$ cat src/sapc_pkg.sv
// Behaviour
// - standby input high holds deep sleep state
// - nap input high enters very low power
// - convert strobe fall starts conversion when idle and powered
// - sampler switches to hold on strobe fall
// - reset low aborts conversion, resets state machine
// - reset held low ignores conversion requests
// - saturate_enable saturates over and under range results
// - chip select, read and write low drive bus
// - offset captured on write pulse falling edge
// - busy low from strobe fall through conversion
// - mode 2 busy rises on the same edge as the output load
// - mode 1 busy rises early, load next strobe
// - bidirectional 14-bit bus, msb on top line
// - fifteenth bit carries overrange flag
// - nap powers down all but reference
// - sampler returns to track at conversion end
`default_nettype none
package sapc_pkg;
    // ------------------------------------------------------------
    // widths and timing
    // ------------------------------------------------------------
    localparam int DATA_W = 14;
    localparam int CLK_PERIOD_NS = 8;
    localparam int CONV_TIME_NS = 300;
    localparam int CONV_CYCLES = (CONV_TIME_NS + CLK_PERIOD_NS - 1)
        / CLK_PERIOD_NS;
    localparam int NAP_SETTLE_NS = 100;
    localparam int NAP_SETTLE_CYCLES = (NAP_SETTLE_NS + CLK_PERIOD_NS - 1)
        / CLK_PERIOD_NS;
    // mode select code: {hi,lo}; 2'b10 picks mode 2, others mode 1
    localparam logic [1:0] SEL_INTERFACE_SELECT_HI = 2'h2;
    localparam logic [DATA_W-1:0] OFFSET_RST = 14'h0000;
    localparam logic [DATA_W-1:0] ALL_ONES = 14'h3FFF;
    localparam logic [DATA_W-1:0] ALL_ZEROS = 14'h0000;

    typedef enum logic [1:0] {
        SAPC_IDLE = 2'b00,
        SAPC_CONV = 2'b01,
        SAPC_LOAD = 2'b11
    } sapc_state_t;
endpackage
`default_nettype wire

$ cat src/sapc_edge.sv
`timescale 1ns/10ps
`default_nettype none
// falling/rising edge detector on a synchronous input
module sapc_edge (
    input wire logic i_clk,
    input wire logic i_rst_n,
    input wire logic i_sig,
    output logic o_fall,
    output logic o_rise
);
    logic prev_ff;

    // the previous level follows the pin through reset as well, so a
    // level already held at release is never taken for an edge
    always_ff @(posedge i_clk) begin
        prev_ff <= i_sig;
    end

    // no edge is reported while reset is low
    assign o_fall = i_rst_n & prev_ff & ~i_sig;
    assign o_rise = i_rst_n & ~prev_ff & i_sig;
endmodule
`default_nettype wire

$ cat src/sapc_result.sv
`timescale 1ns/10ps
`default_nettype none
// offset removal and clipping of a raw conversion code
module sapc_result
    import sapc_pkg::*;
(
    input wire logic [DATA_W-1:0] i_raw,
    input wire logic [DATA_W-1:0] i_offset,
    input wire logic i_saturate_enable,
    output logic [DATA_W-1:0] o_data,
    output logic o_ovr
);
    // offset is two's complement; one guard bit each side
    wire logic signed [DATA_W+1:0] sum =
        $signed({2'b00, i_raw}) + $signed({{2{i_offset[DATA_W-1]}}, i_offset});
    wire logic over_hi = ~sum[DATA_W+1] & sum[DATA_W];
    wire logic under_lo = sum[DATA_W+1];

    // saturate_enable to the rails, else wrap and flag overrange
    assign o_data = (i_saturate_enable && over_hi) ? ALL_ONES :
                    (i_saturate_enable && under_lo) ? ALL_ZEROS :
                    sum[DATA_W-1:0];
    assign o_ovr = (over_hi | under_lo) & ~i_saturate_enable;
endmodule
`default_nettype wire

$ cat src/sapc_top.sv
`timescale 1ns/10ps
`default_nettype none
// control and parallel host interface of the converter
module sapc_top
    import sapc_pkg::*;
#(
    parameter int CONV_CNT = CONV_CYCLES
) (
    input wire logic I_CLK,
    input wire logic I_RST_N,
    input wire logic I_DEEP_SLEEP_IN,
    input wire logic I_NAP,
    input wire logic I_CONVERT_STROBE_N,
    input wire logic I_INTERFACE_SELECT_LO,
    input wire logic I_INTERFACE_SELECT_HI,
    input wire logic I_SATURATE_ENABLE,
    input wire logic I_CS_N,
    input wire logic I_RD_N,
    input wire logic I_WRITE,
    input wire logic [DATA_W-1:0] I_RESULT_BUS,
    input wire logic [DATA_W-1:0] I_SAR_CODE,
    output logic [DATA_W-1:0] O_RESULT_BUS,
    output logic O_RESULT_BUS_OE,
    output logic O_OVERRANGE_BIT,
    output logic O_OVERRANGE_BIT_OE,
    output logic O_BUSY_N,
    output logic O_HOLD,
    output logic O_NAP_PD,
    output logic O_STANDBY_PD
);
    // the count must fit the counter; zero would never end a conversion
    if (CONV_CNT < 1 || CONV_CNT > 4096) begin : g_bad_cnt
        $error("CONV_CNT out of range");
    end

    localparam int CW = $clog2(CONV_CNT + 1);
    localparam logic [CW-1:0] CNT_LAST = CW'(CONV_CNT - 1);

    // ------------------------------------------------------------
    // edge detection
    // ------------------------------------------------------------
    logic cnv_fall;
    logic wr_fall;

    sapc_edge u_cnv_edge (
        .i_clk(I_CLK),
        .i_rst_n(I_RST_N),
        .i_sig(I_CONVERT_STROBE_N),
        .o_fall(cnv_fall),
        .o_rise()
    );

    sapc_edge u_wr_edge (
        .i_clk(I_CLK),
        .i_rst_n(I_RST_N),
        .i_sig(I_WRITE),
        .o_fall(wr_fall),
        .o_rise()
    );

    // ------------------------------------------------------------
    // decode
    // ------------------------------------------------------------
    sapc_state_t state_ff, nxt_state;
    logic [CW-1:0] cnt_ff, nxt_cnt;
    logic [DATA_W-1:0] offset_ff;
    logic [DATA_W-1:0] sar_ff;
    logic [DATA_W-1:0] out_ff;
    logic ovr_ff;
    logic pend_ff;
    logic busy_n_ff;
    logic hold_ff;
    logic oe_ff;
    logic nap_ff;
    logic deep_sleep_in_ff;
    logic [DATA_W-1:0] proc_data;
    logic proc_ovr;

    wire logic interface_select_hi = {I_INTERFACE_SELECT_HI, I_INTERFACE_SELECT_LO}
        == SEL_INTERFACE_SELECT_HI;
    // powered-down core does not start a conversion
    wire logic powered = ~I_NAP & ~I_DEEP_SLEEP_IN;
    wire logic start = cnv_fall & powered;
    wire logic take = start & (state_ff == SAPC_IDLE);
    wire logic conv_end = (state_ff == SAPC_CONV) && (cnt_ff == CNT_LAST);
    // mode 1 moves the pending result out at the next strobe
    wire logic late_load = start & pend_ff & ~interface_select_hi;
    wire logic early_load = state_ff == SAPC_LOAD;
    // cs may be tied low; then rd low with write low gates the bus
    wire logic rd_act = ~I_CS_N & ~I_RD_N & ~I_WRITE;
    wire logic wr_take = wr_fall & ~I_CS_N;

    sapc_result u_result (
        .i_raw(sar_ff),
        .i_offset(offset_ff),
        .i_saturate_enable(I_SATURATE_ENABLE),
        .o_data(proc_data),
        .o_ovr(proc_ovr)
    );

    // ------------------------------------------------------------
    // conversion state machine
    // ------------------------------------------------------------
    always_comb begin
        nxt_state = state_ff;
        nxt_cnt = cnt_ff;
        unique case (state_ff)
            SAPC_IDLE: begin
                if (start) begin
                    nxt_state = SAPC_CONV;
                    nxt_cnt = '0;
                end
            end
            SAPC_CONV: begin
                nxt_cnt = cnt_ff + CW'(1);
                if (conv_end) begin
                    nxt_state = interface_select_hi ? SAPC_LOAD : SAPC_IDLE;
                end
            end
            SAPC_LOAD: begin
                nxt_state = SAPC_IDLE;
            end
            default: begin
                nxt_state = SAPC_IDLE;
            end
        endcase
    end

    // reset aborts and holds the machine idle
    always_ff @(posedge I_CLK) begin
        if (!I_RST_N) begin
            state_ff <= SAPC_IDLE;
            cnt_ff <= '0;
        end else begin
            state_ff <= nxt_state;
            cnt_ff <= nxt_cnt;
        end
    end

    // busy falls on a taken strobe and rises as the mode asks
    always_ff @(posedge I_CLK) begin
        if (!I_RST_N) begin
            busy_n_ff <= 1'b1;
        end else if (take) begin
            busy_n_ff <= 1'b0;
        end else if (conv_end) begin
            busy_n_ff <= interface_select_hi ? 1'b0 : 1'b1;
        end else if (early_load) begin
            busy_n_ff <= 1'b1;
        end
    end

    // sampler holds from the taken strobe up to the last count
    always_ff @(posedge I_CLK) begin
        if (!I_RST_N) begin
            hold_ff <= 1'b0;
        end else if (take) begin
            hold_ff <= 1'b1;
        end else if (conv_end) begin
            hold_ff <= 1'b0;
        end
    end

    // raw code and pending flag; a set at conversion end wins over a
    // clear, so a mode 1 result is never lost to a same-cycle load
    always_ff @(posedge I_CLK) begin
        if (!I_RST_N) begin
            sar_ff <= '0;
            pend_ff <= 1'b0;
        end else begin
            if (conv_end) begin
                sar_ff <= I_SAR_CODE;
            end
            if (conv_end && !interface_select_hi) begin
                pend_ff <= 1'b1;
            end else if (late_load || early_load) begin
                pend_ff <= 1'b0;
            end
        end
    end

    // ------------------------------------------------------------
    // output register and offset
    // ------------------------------------------------------------
    // output register, offset register and bus drive
    always_ff @(posedge I_CLK) begin
        if (!I_RST_N) begin
            out_ff <= '0;
            ovr_ff <= 1'b0;
            offset_ff <= OFFSET_RST;
            oe_ff <= 1'b0;
        end else begin
            if (late_load || early_load) begin
                out_ff <= proc_data;
                ovr_ff <= proc_ovr;
            end
            if (wr_take) begin
                offset_ff <= I_RESULT_BUS;
            end
            oe_ff <= rd_act;
        end
    end

    // ------------------------------------------------------------
    // power state
    // ------------------------------------------------------------
    // power state pins; nap keeps only the reference alive
    always_ff @(posedge I_CLK) begin
        if (!I_RST_N) begin
            nap_ff <= 1'b0;
            deep_sleep_in_ff <= 1'b0;
        end else begin
            nap_ff <= I_NAP;
            deep_sleep_in_ff <= I_DEEP_SLEEP_IN;
        end
    end

    // ------------------------------------------------------------
    // outputs
    // ------------------------------------------------------------
    // every top output is a flop, so the host sees no decode glitch
    assign O_RESULT_BUS = out_ff;
    assign O_RESULT_BUS_OE = oe_ff;
    assign O_OVERRANGE_BIT = ovr_ff;
    assign O_OVERRANGE_BIT_OE = oe_ff;
    assign O_BUSY_N = busy_n_ff;
    assign O_HOLD = hold_ff;
    assign O_NAP_PD = nap_ff;
    assign O_STANDBY_PD = deep_sleep_in_ff;
endmodule
`default_nettype wire

$ cat config.mk
export PLATFORM = sky130hd
export DESIGN_NAME = sapc_top
export DESIGN_NICKNAME = d
export VERILOG_FILES = /design/src/sapc_pkg.sv /design/src/sapc_edge.sv /design/src/sapc_result.sv /design/src/sapc_top.sv
export SDC_FILE = /design/constraint.sdc
export NUM_CORES = 1
export LEC_CHECK = 0
export BUFFER_PORTS_ARGS = -buffer_cell sky130_fd_sc_hd__buf_2
export CORE_MARGIN = 4
export CORE_UTILIZATION = 61
export DETAILED_ROUTE_END_ITERATION = 16
export PLACE_DENSITY = 0.85
export SYNTH_ARGS = -nofsm -noshare
export SYNTH_HDL_FRONTEND = slang
export SYNTH_HIERARCHICAL = 1
export SYNTH_SLANG_ARGS = --single-unit
$ cat constraint.sdc
create_clock -name I_CLK -period 5.1 [get_ports I_CLK]
set_clock_uncertainty 0.15 [all_clocks]
set_input_delay 0.255 -clock I_CLK [delete_from_list [all_inputs] [get_ports I_CLK]]
set_output_delay 0.255 -clock I_CLK [all_outputs]
set_load 0.02 [all_outputs]
Word level (Yosys, flattened, before mapping)
Cells that the tools add are included.

storage, ports and cells
  register bits = 59
  memories = 0
  bits in latches = 0
  ROM bits = 0
  RAM bits = 0

operators by class
  equality and inequality tests = 6
  $mul = 0
  magnitude comparators = 0
  muxes and demuxes = 16
  add/sub/neg operators = 2
  bitwise gates (word level) = 24
  shift-type cells = 0
  div/mod/pow operators = 0
  reduce and logical (&&, ||, !) cells = 13

operator list
  operator                                              number
  2-to-1 mux 14 bit                                     2
  adder 15 x 14 -> 16 bit                               1
  bitwise AND 1 bit                                     14
  one-hot mux 6 bit (2 select lines)                    1
  inverter 1 bit                                        9
  2-to-1 mux 1 bit                                      8
  adder 6 x 1 -> 6 bit (second input constant)          1
  equality test 6 bit (second input constant)           1
  2-to-1 mux 2 bit                                      3
  2-to-1 mux 6 bit                                      1
  nonzero test 2 bit                                    3
  equality test 2 bit (second input constant)           2
  logical AND 1 bit                                     4
  != test 2 bit (second input constant)                 2
  one-hot mux 2 bit (2 select lines)                    1
  AND reduction 2 bit                                   2
  nonzero test 3 bit                                    1
  equality test 2 x 1 -> 1 bit (second input constant)  1
  zero test 2 bit                                       1
  zero test 1 bit                                       1
  logical OR 1 bit                                      1
  bitwise OR 1 bit                                      1

Depth between registers and ports, before layout
  word-level depth = 8
  depth in mapped cells = 12
  depth with buffers taken out = 11

Hierarchy
Netlist, hierarchy kept.

modules (own cells, without submodules)
  module       cells each  instances  area an instance (um^2)
  sapc_top     262         1          2319.7
  sapc_result  188         1          1222.4
  sapc_edge    3           2          37.5

Worst setup path after synthesis
OpenSTA, ideal clock, no wires.

  path kind = flip-flop to flip-flop
  from = register offset_ff[0]
  to = register out_ff[3] (netlist: O_RESULT_BUS[3])
  period minus slack after synthesis = 2.678 ns
  stages on the path, launching flop included = 13
  path buffers = 1
  path slack = 2.422 ns
  required time = 4.819 ns
  arrival = 2.397 ns
  library setup time = 0.131 ns
  path through = dfxtp_1 -> ha_1 -> inv_1 -> fa_1 -> nand2b_1 -> a21oi_1 -> o211ai_1 -> and3_1 -> clkbuf_1 -> o21a_1 -> o221a_1 -> nand2_1 -> mux2i_1

on the way
  word-level cells in the longest chain between the ends = 5
  elaborated cells between the ends (all ways) = 7

ends and longest elaborated chain
  element                    RTL line           RTL
  start, declared            sapc_top.sv:66     logic [DATA_W-1:0] offset_ff;
  start signal, assigned     sapc_top.sv:190    offset_ff <= OFFSET_RST;
  start signal, assigned     sapc_top.sv:198    offset_ff <= I_RESULT_BUS;
  adder 15 x 14 -> 16 bit *  sapc_result.sv:15  $signed({2'b00, i_raw}) + $signed({{2{i_offset[DATA_W-1]}}, i_offset});
  inverter 1 bit             sapc_result.sv:16  wire logic over_hi = ~sum[DATA_W+1] & sum[DATA_W];
  bitwise AND 1 bit          sapc_result.sv:16
  logical AND 1 bit          sapc_result.sv:20  assign o_data = (i_saturate_enable && over_hi) ? ALL_ONES :
  2-to-1 mux 14 bit *        sapc_result.sv:20
  net proc_data[3]           sapc_top.sv:76     logic [DATA_W-1:0] proc_data;
  end signal, assigned       sapc_top.sv:194    out_ff <= proc_data;
  end, declared              sapc_top.sv:68     logic [DATA_W-1:0] out_ff;

The timed path passes the listed nets; every way through them passes the cells marked *.
A chain may end at the register's enable or synchronous reset.

Final worst setup path
  from = register sar_ff[0]
  to = register out_ff[6] (netlist: O_RESULT_BUS[6])

on the way
  word-level cells in the longest chain between the ends = 5
  elaborated cells between the ends (all ways) = 7

ends and longest elaborated chain
  element                    RTL line           RTL
  start, declared            sapc_top.sv:67     logic [DATA_W-1:0] sar_ff;
  start signal, assigned     sapc_top.sv:168    sar_ff <= '0;
  start signal, assigned     sapc_top.sv:172    sar_ff <= I_SAR_CODE;
  adder 15 x 14 -> 16 bit *  sapc_result.sv:15
  inverter 1 bit             sapc_result.sv:16
  bitwise AND 1 bit          sapc_result.sv:16
  logical AND 1 bit          sapc_result.sv:20
  2-to-1 mux 14 bit *        sapc_result.sv:20
  net proc_data[6]           sapc_top.sv:76

Marks and branches as above.

==> reports/results.ini <==
[run_status]
status = finished clean

[synthesis]
synthCells = 454
syn_area_um2 = 3600
synth_nets = 511
avgSynthCellArea_um2 = 7.93
yosys_warnings = 6

[grt]
track_usage_pct = 25.3
grt_max_degree = 48
grt_pass1_vias = 3378
antenna_found_initial = 0
grt_pass1_wl_um = 15200
overflow = 0

[finish]
finalNonFillerCells = 588
final_nets = 568
drive_gt1_share_pct = 17.1
final_cell_area_um2 = 4230
antennaDiodeCount = 0
flow.area_growth_from_synthesis_pct = 17.6
final_util_pct = 75.5

[worst_setup_path]
cp.required_ns = 5.20
crit_fanout = 8
crit_path_end_kind = register
start_kind = register
path_class = reg2reg
cp.arrival_ns = 3.05
reg2reg_depth = 11

[routing]
drc = 0
avgRoutedWirePerCell_um = 15.0
ant_nets = 0
viasPerCell = 5.95
first_pass_iters = 5
vias = 3500
totalWireLength_um = 8830
drt_iter0_drc = 215

[timing]
timing.hold.ws_ns = 0.0113
fin_setup_tns_ns = 0
finalCritPeriodShare_pct = 57.8
setup_slack_ns = 2.15
worstMarginPinSlew_ns = 0.916
hold_viol = 0
relSlewSlack_pct = 38.8
setup_viol = 0
slew_violations = 0
grt_setup_unrepaired = false
fmax_mhz = 339
min_period_ns = 2.95

[worst_hold_path]
hold_path_class = in2reg
hold_depth = 2

[clocking]
clock_path_buffers = 2
cts_setup_buffers = 0
cts.clk_slew.worst_paths_ns = 0.07
cts_tree = built
clock-sinks = 59
postCtsHoldBufs = 16
root_buffer = clkbuf_8
post_cts_resized = 0
h-tree-depth = 3
insertion_delay_ns = 0.34
cts_buffers = 9

[die]
fp.dieW_um = 84.8
rows = 27
die_y_um = 84.8
core_area_um2 = 5610
start_util_pct = 64.2
die_area_um2 = 7190
pin_count = 60

[flow_run]
maxCapViolCount = 0

[power]
p_comb_share_pct = 7.2
p_switching_mw = 0.241
pwr-share-seq_pct = 44.9
pwr-share-clk_pct = 47.9
total_power_mw = 1.04
irDropWorstVdd_v = 0.000173
p_sw_share_pct = 23.1
power_leakage_nw = 1.83
intPower_mw = 0.804
p_per_area_nw_per_um2 = 247

[placement]
dp_slack_ns = 2.22
port_buffers = 59
placed_area_um2 = 3840
gp_congestion = 0.953
hpwl_um = 6230
dp.cells = 556

## sequential cells by signal, summed over array words and instances (netlist names), 2 cells and up
signal        count
O_RESULT_BUS     14
sar_ff           14
state_ff          2
cnt_ff            6
offset_ff        14
## worst max-delay path, cell delays in order (launching register included)
cell      delay (ns)
dfxtp_1         0.33
ha_1            0.20
inv_1           0.06
fa_1            0.39
nand2b_1        0.18
a21oi_1         0.30
o211ai_1        0.21
a31oi_1         0.46
o21ai_0         0.18
a21oi_1         0.15
nand2_1         0.08
mux2i_1         0.18
## worst paths after layout
check | from | end | slack [ns]
max reg2reg | sar_ff[0]$_SDFFE_PN0P_ | O_RESULT_BUS[6]$_SDFFE_PN0P_ | 2.15
min reg2reg | O_RESULT_BUS[12]$_SDFFE_PN0P_ | O_RESULT_BUS[12]$_SDFFE_PN0P_ | 0.31
min | I_DEEP_SLEEP_IN | O_STANDBY_PD$_SDFF_PN0_ | 0.01
max | sar_ff[0]$_SDFFE_PN0P_ | O_RESULT_BUS[6]$_SDFFE_PN0P_ | 2.15
## power groups by stage
stage	combinational [mW]	clock, mW	sequential [mW]
5_1_grt	0.0834	0.532	0.469
6_report	0.0753	0.500	0.469
3_3_place_gp	0.0631	0	0.479
3_5_place_dp	0.0644	0	0.479
2_1_floorplan	0.0404	0	0.480
4_1_cts	0.0740	0.511	0.469
## cell type report
cell class                      instances  area [um2]
Sequential cell                        59        1180
Fill cell                             443        1370
Inverter                               11        41.3
Timing Repair Buffer                   76         463
Multi-Input combinational cell        354        2220
Clock buffer                           11         151
Tap cell                               72        90.1
Clock inverter                          5        85.1
## layout by cell type (no fill, tap or decap), drive strengths merged, types with 5 or more instances in the layout
| cell | instances |
|---|---|
| nor2 | 18 |
| nand2 | 73 |
| dfxtp | 59 |
| mux2i | 18 |
| o221a | 5 |
| dlygate4sd3 | 16 |
| nand2b | 10 |
| buf | 60 |
| and3 | 8 |
| a221oi | 5 |
| a21oi | 51 |
| o21ai | 37 |
| inv | 10 |
| o211ai | 5 |
| nor3 | 11 |
| ha | 17 |
| nor2b | 5 |
| and2 | 5 |
| nand3 | 22 |
| clkbuf | 11 |
| xnor2 | 6 |
| o21a | 5 |
| a211oi | 5 |
## layer usage
metal  vias to the layer above  share of wire, %  track usage [%]
li1                       1756                 -                -
met1                      1587                44             30.9
met2                       135                47             43.7
met3                        22               6.4             5.05
met4                         0               2.2             10.2
met5                         -                 0                0
No activity file was read; power rests on OpenSTA's default activity.
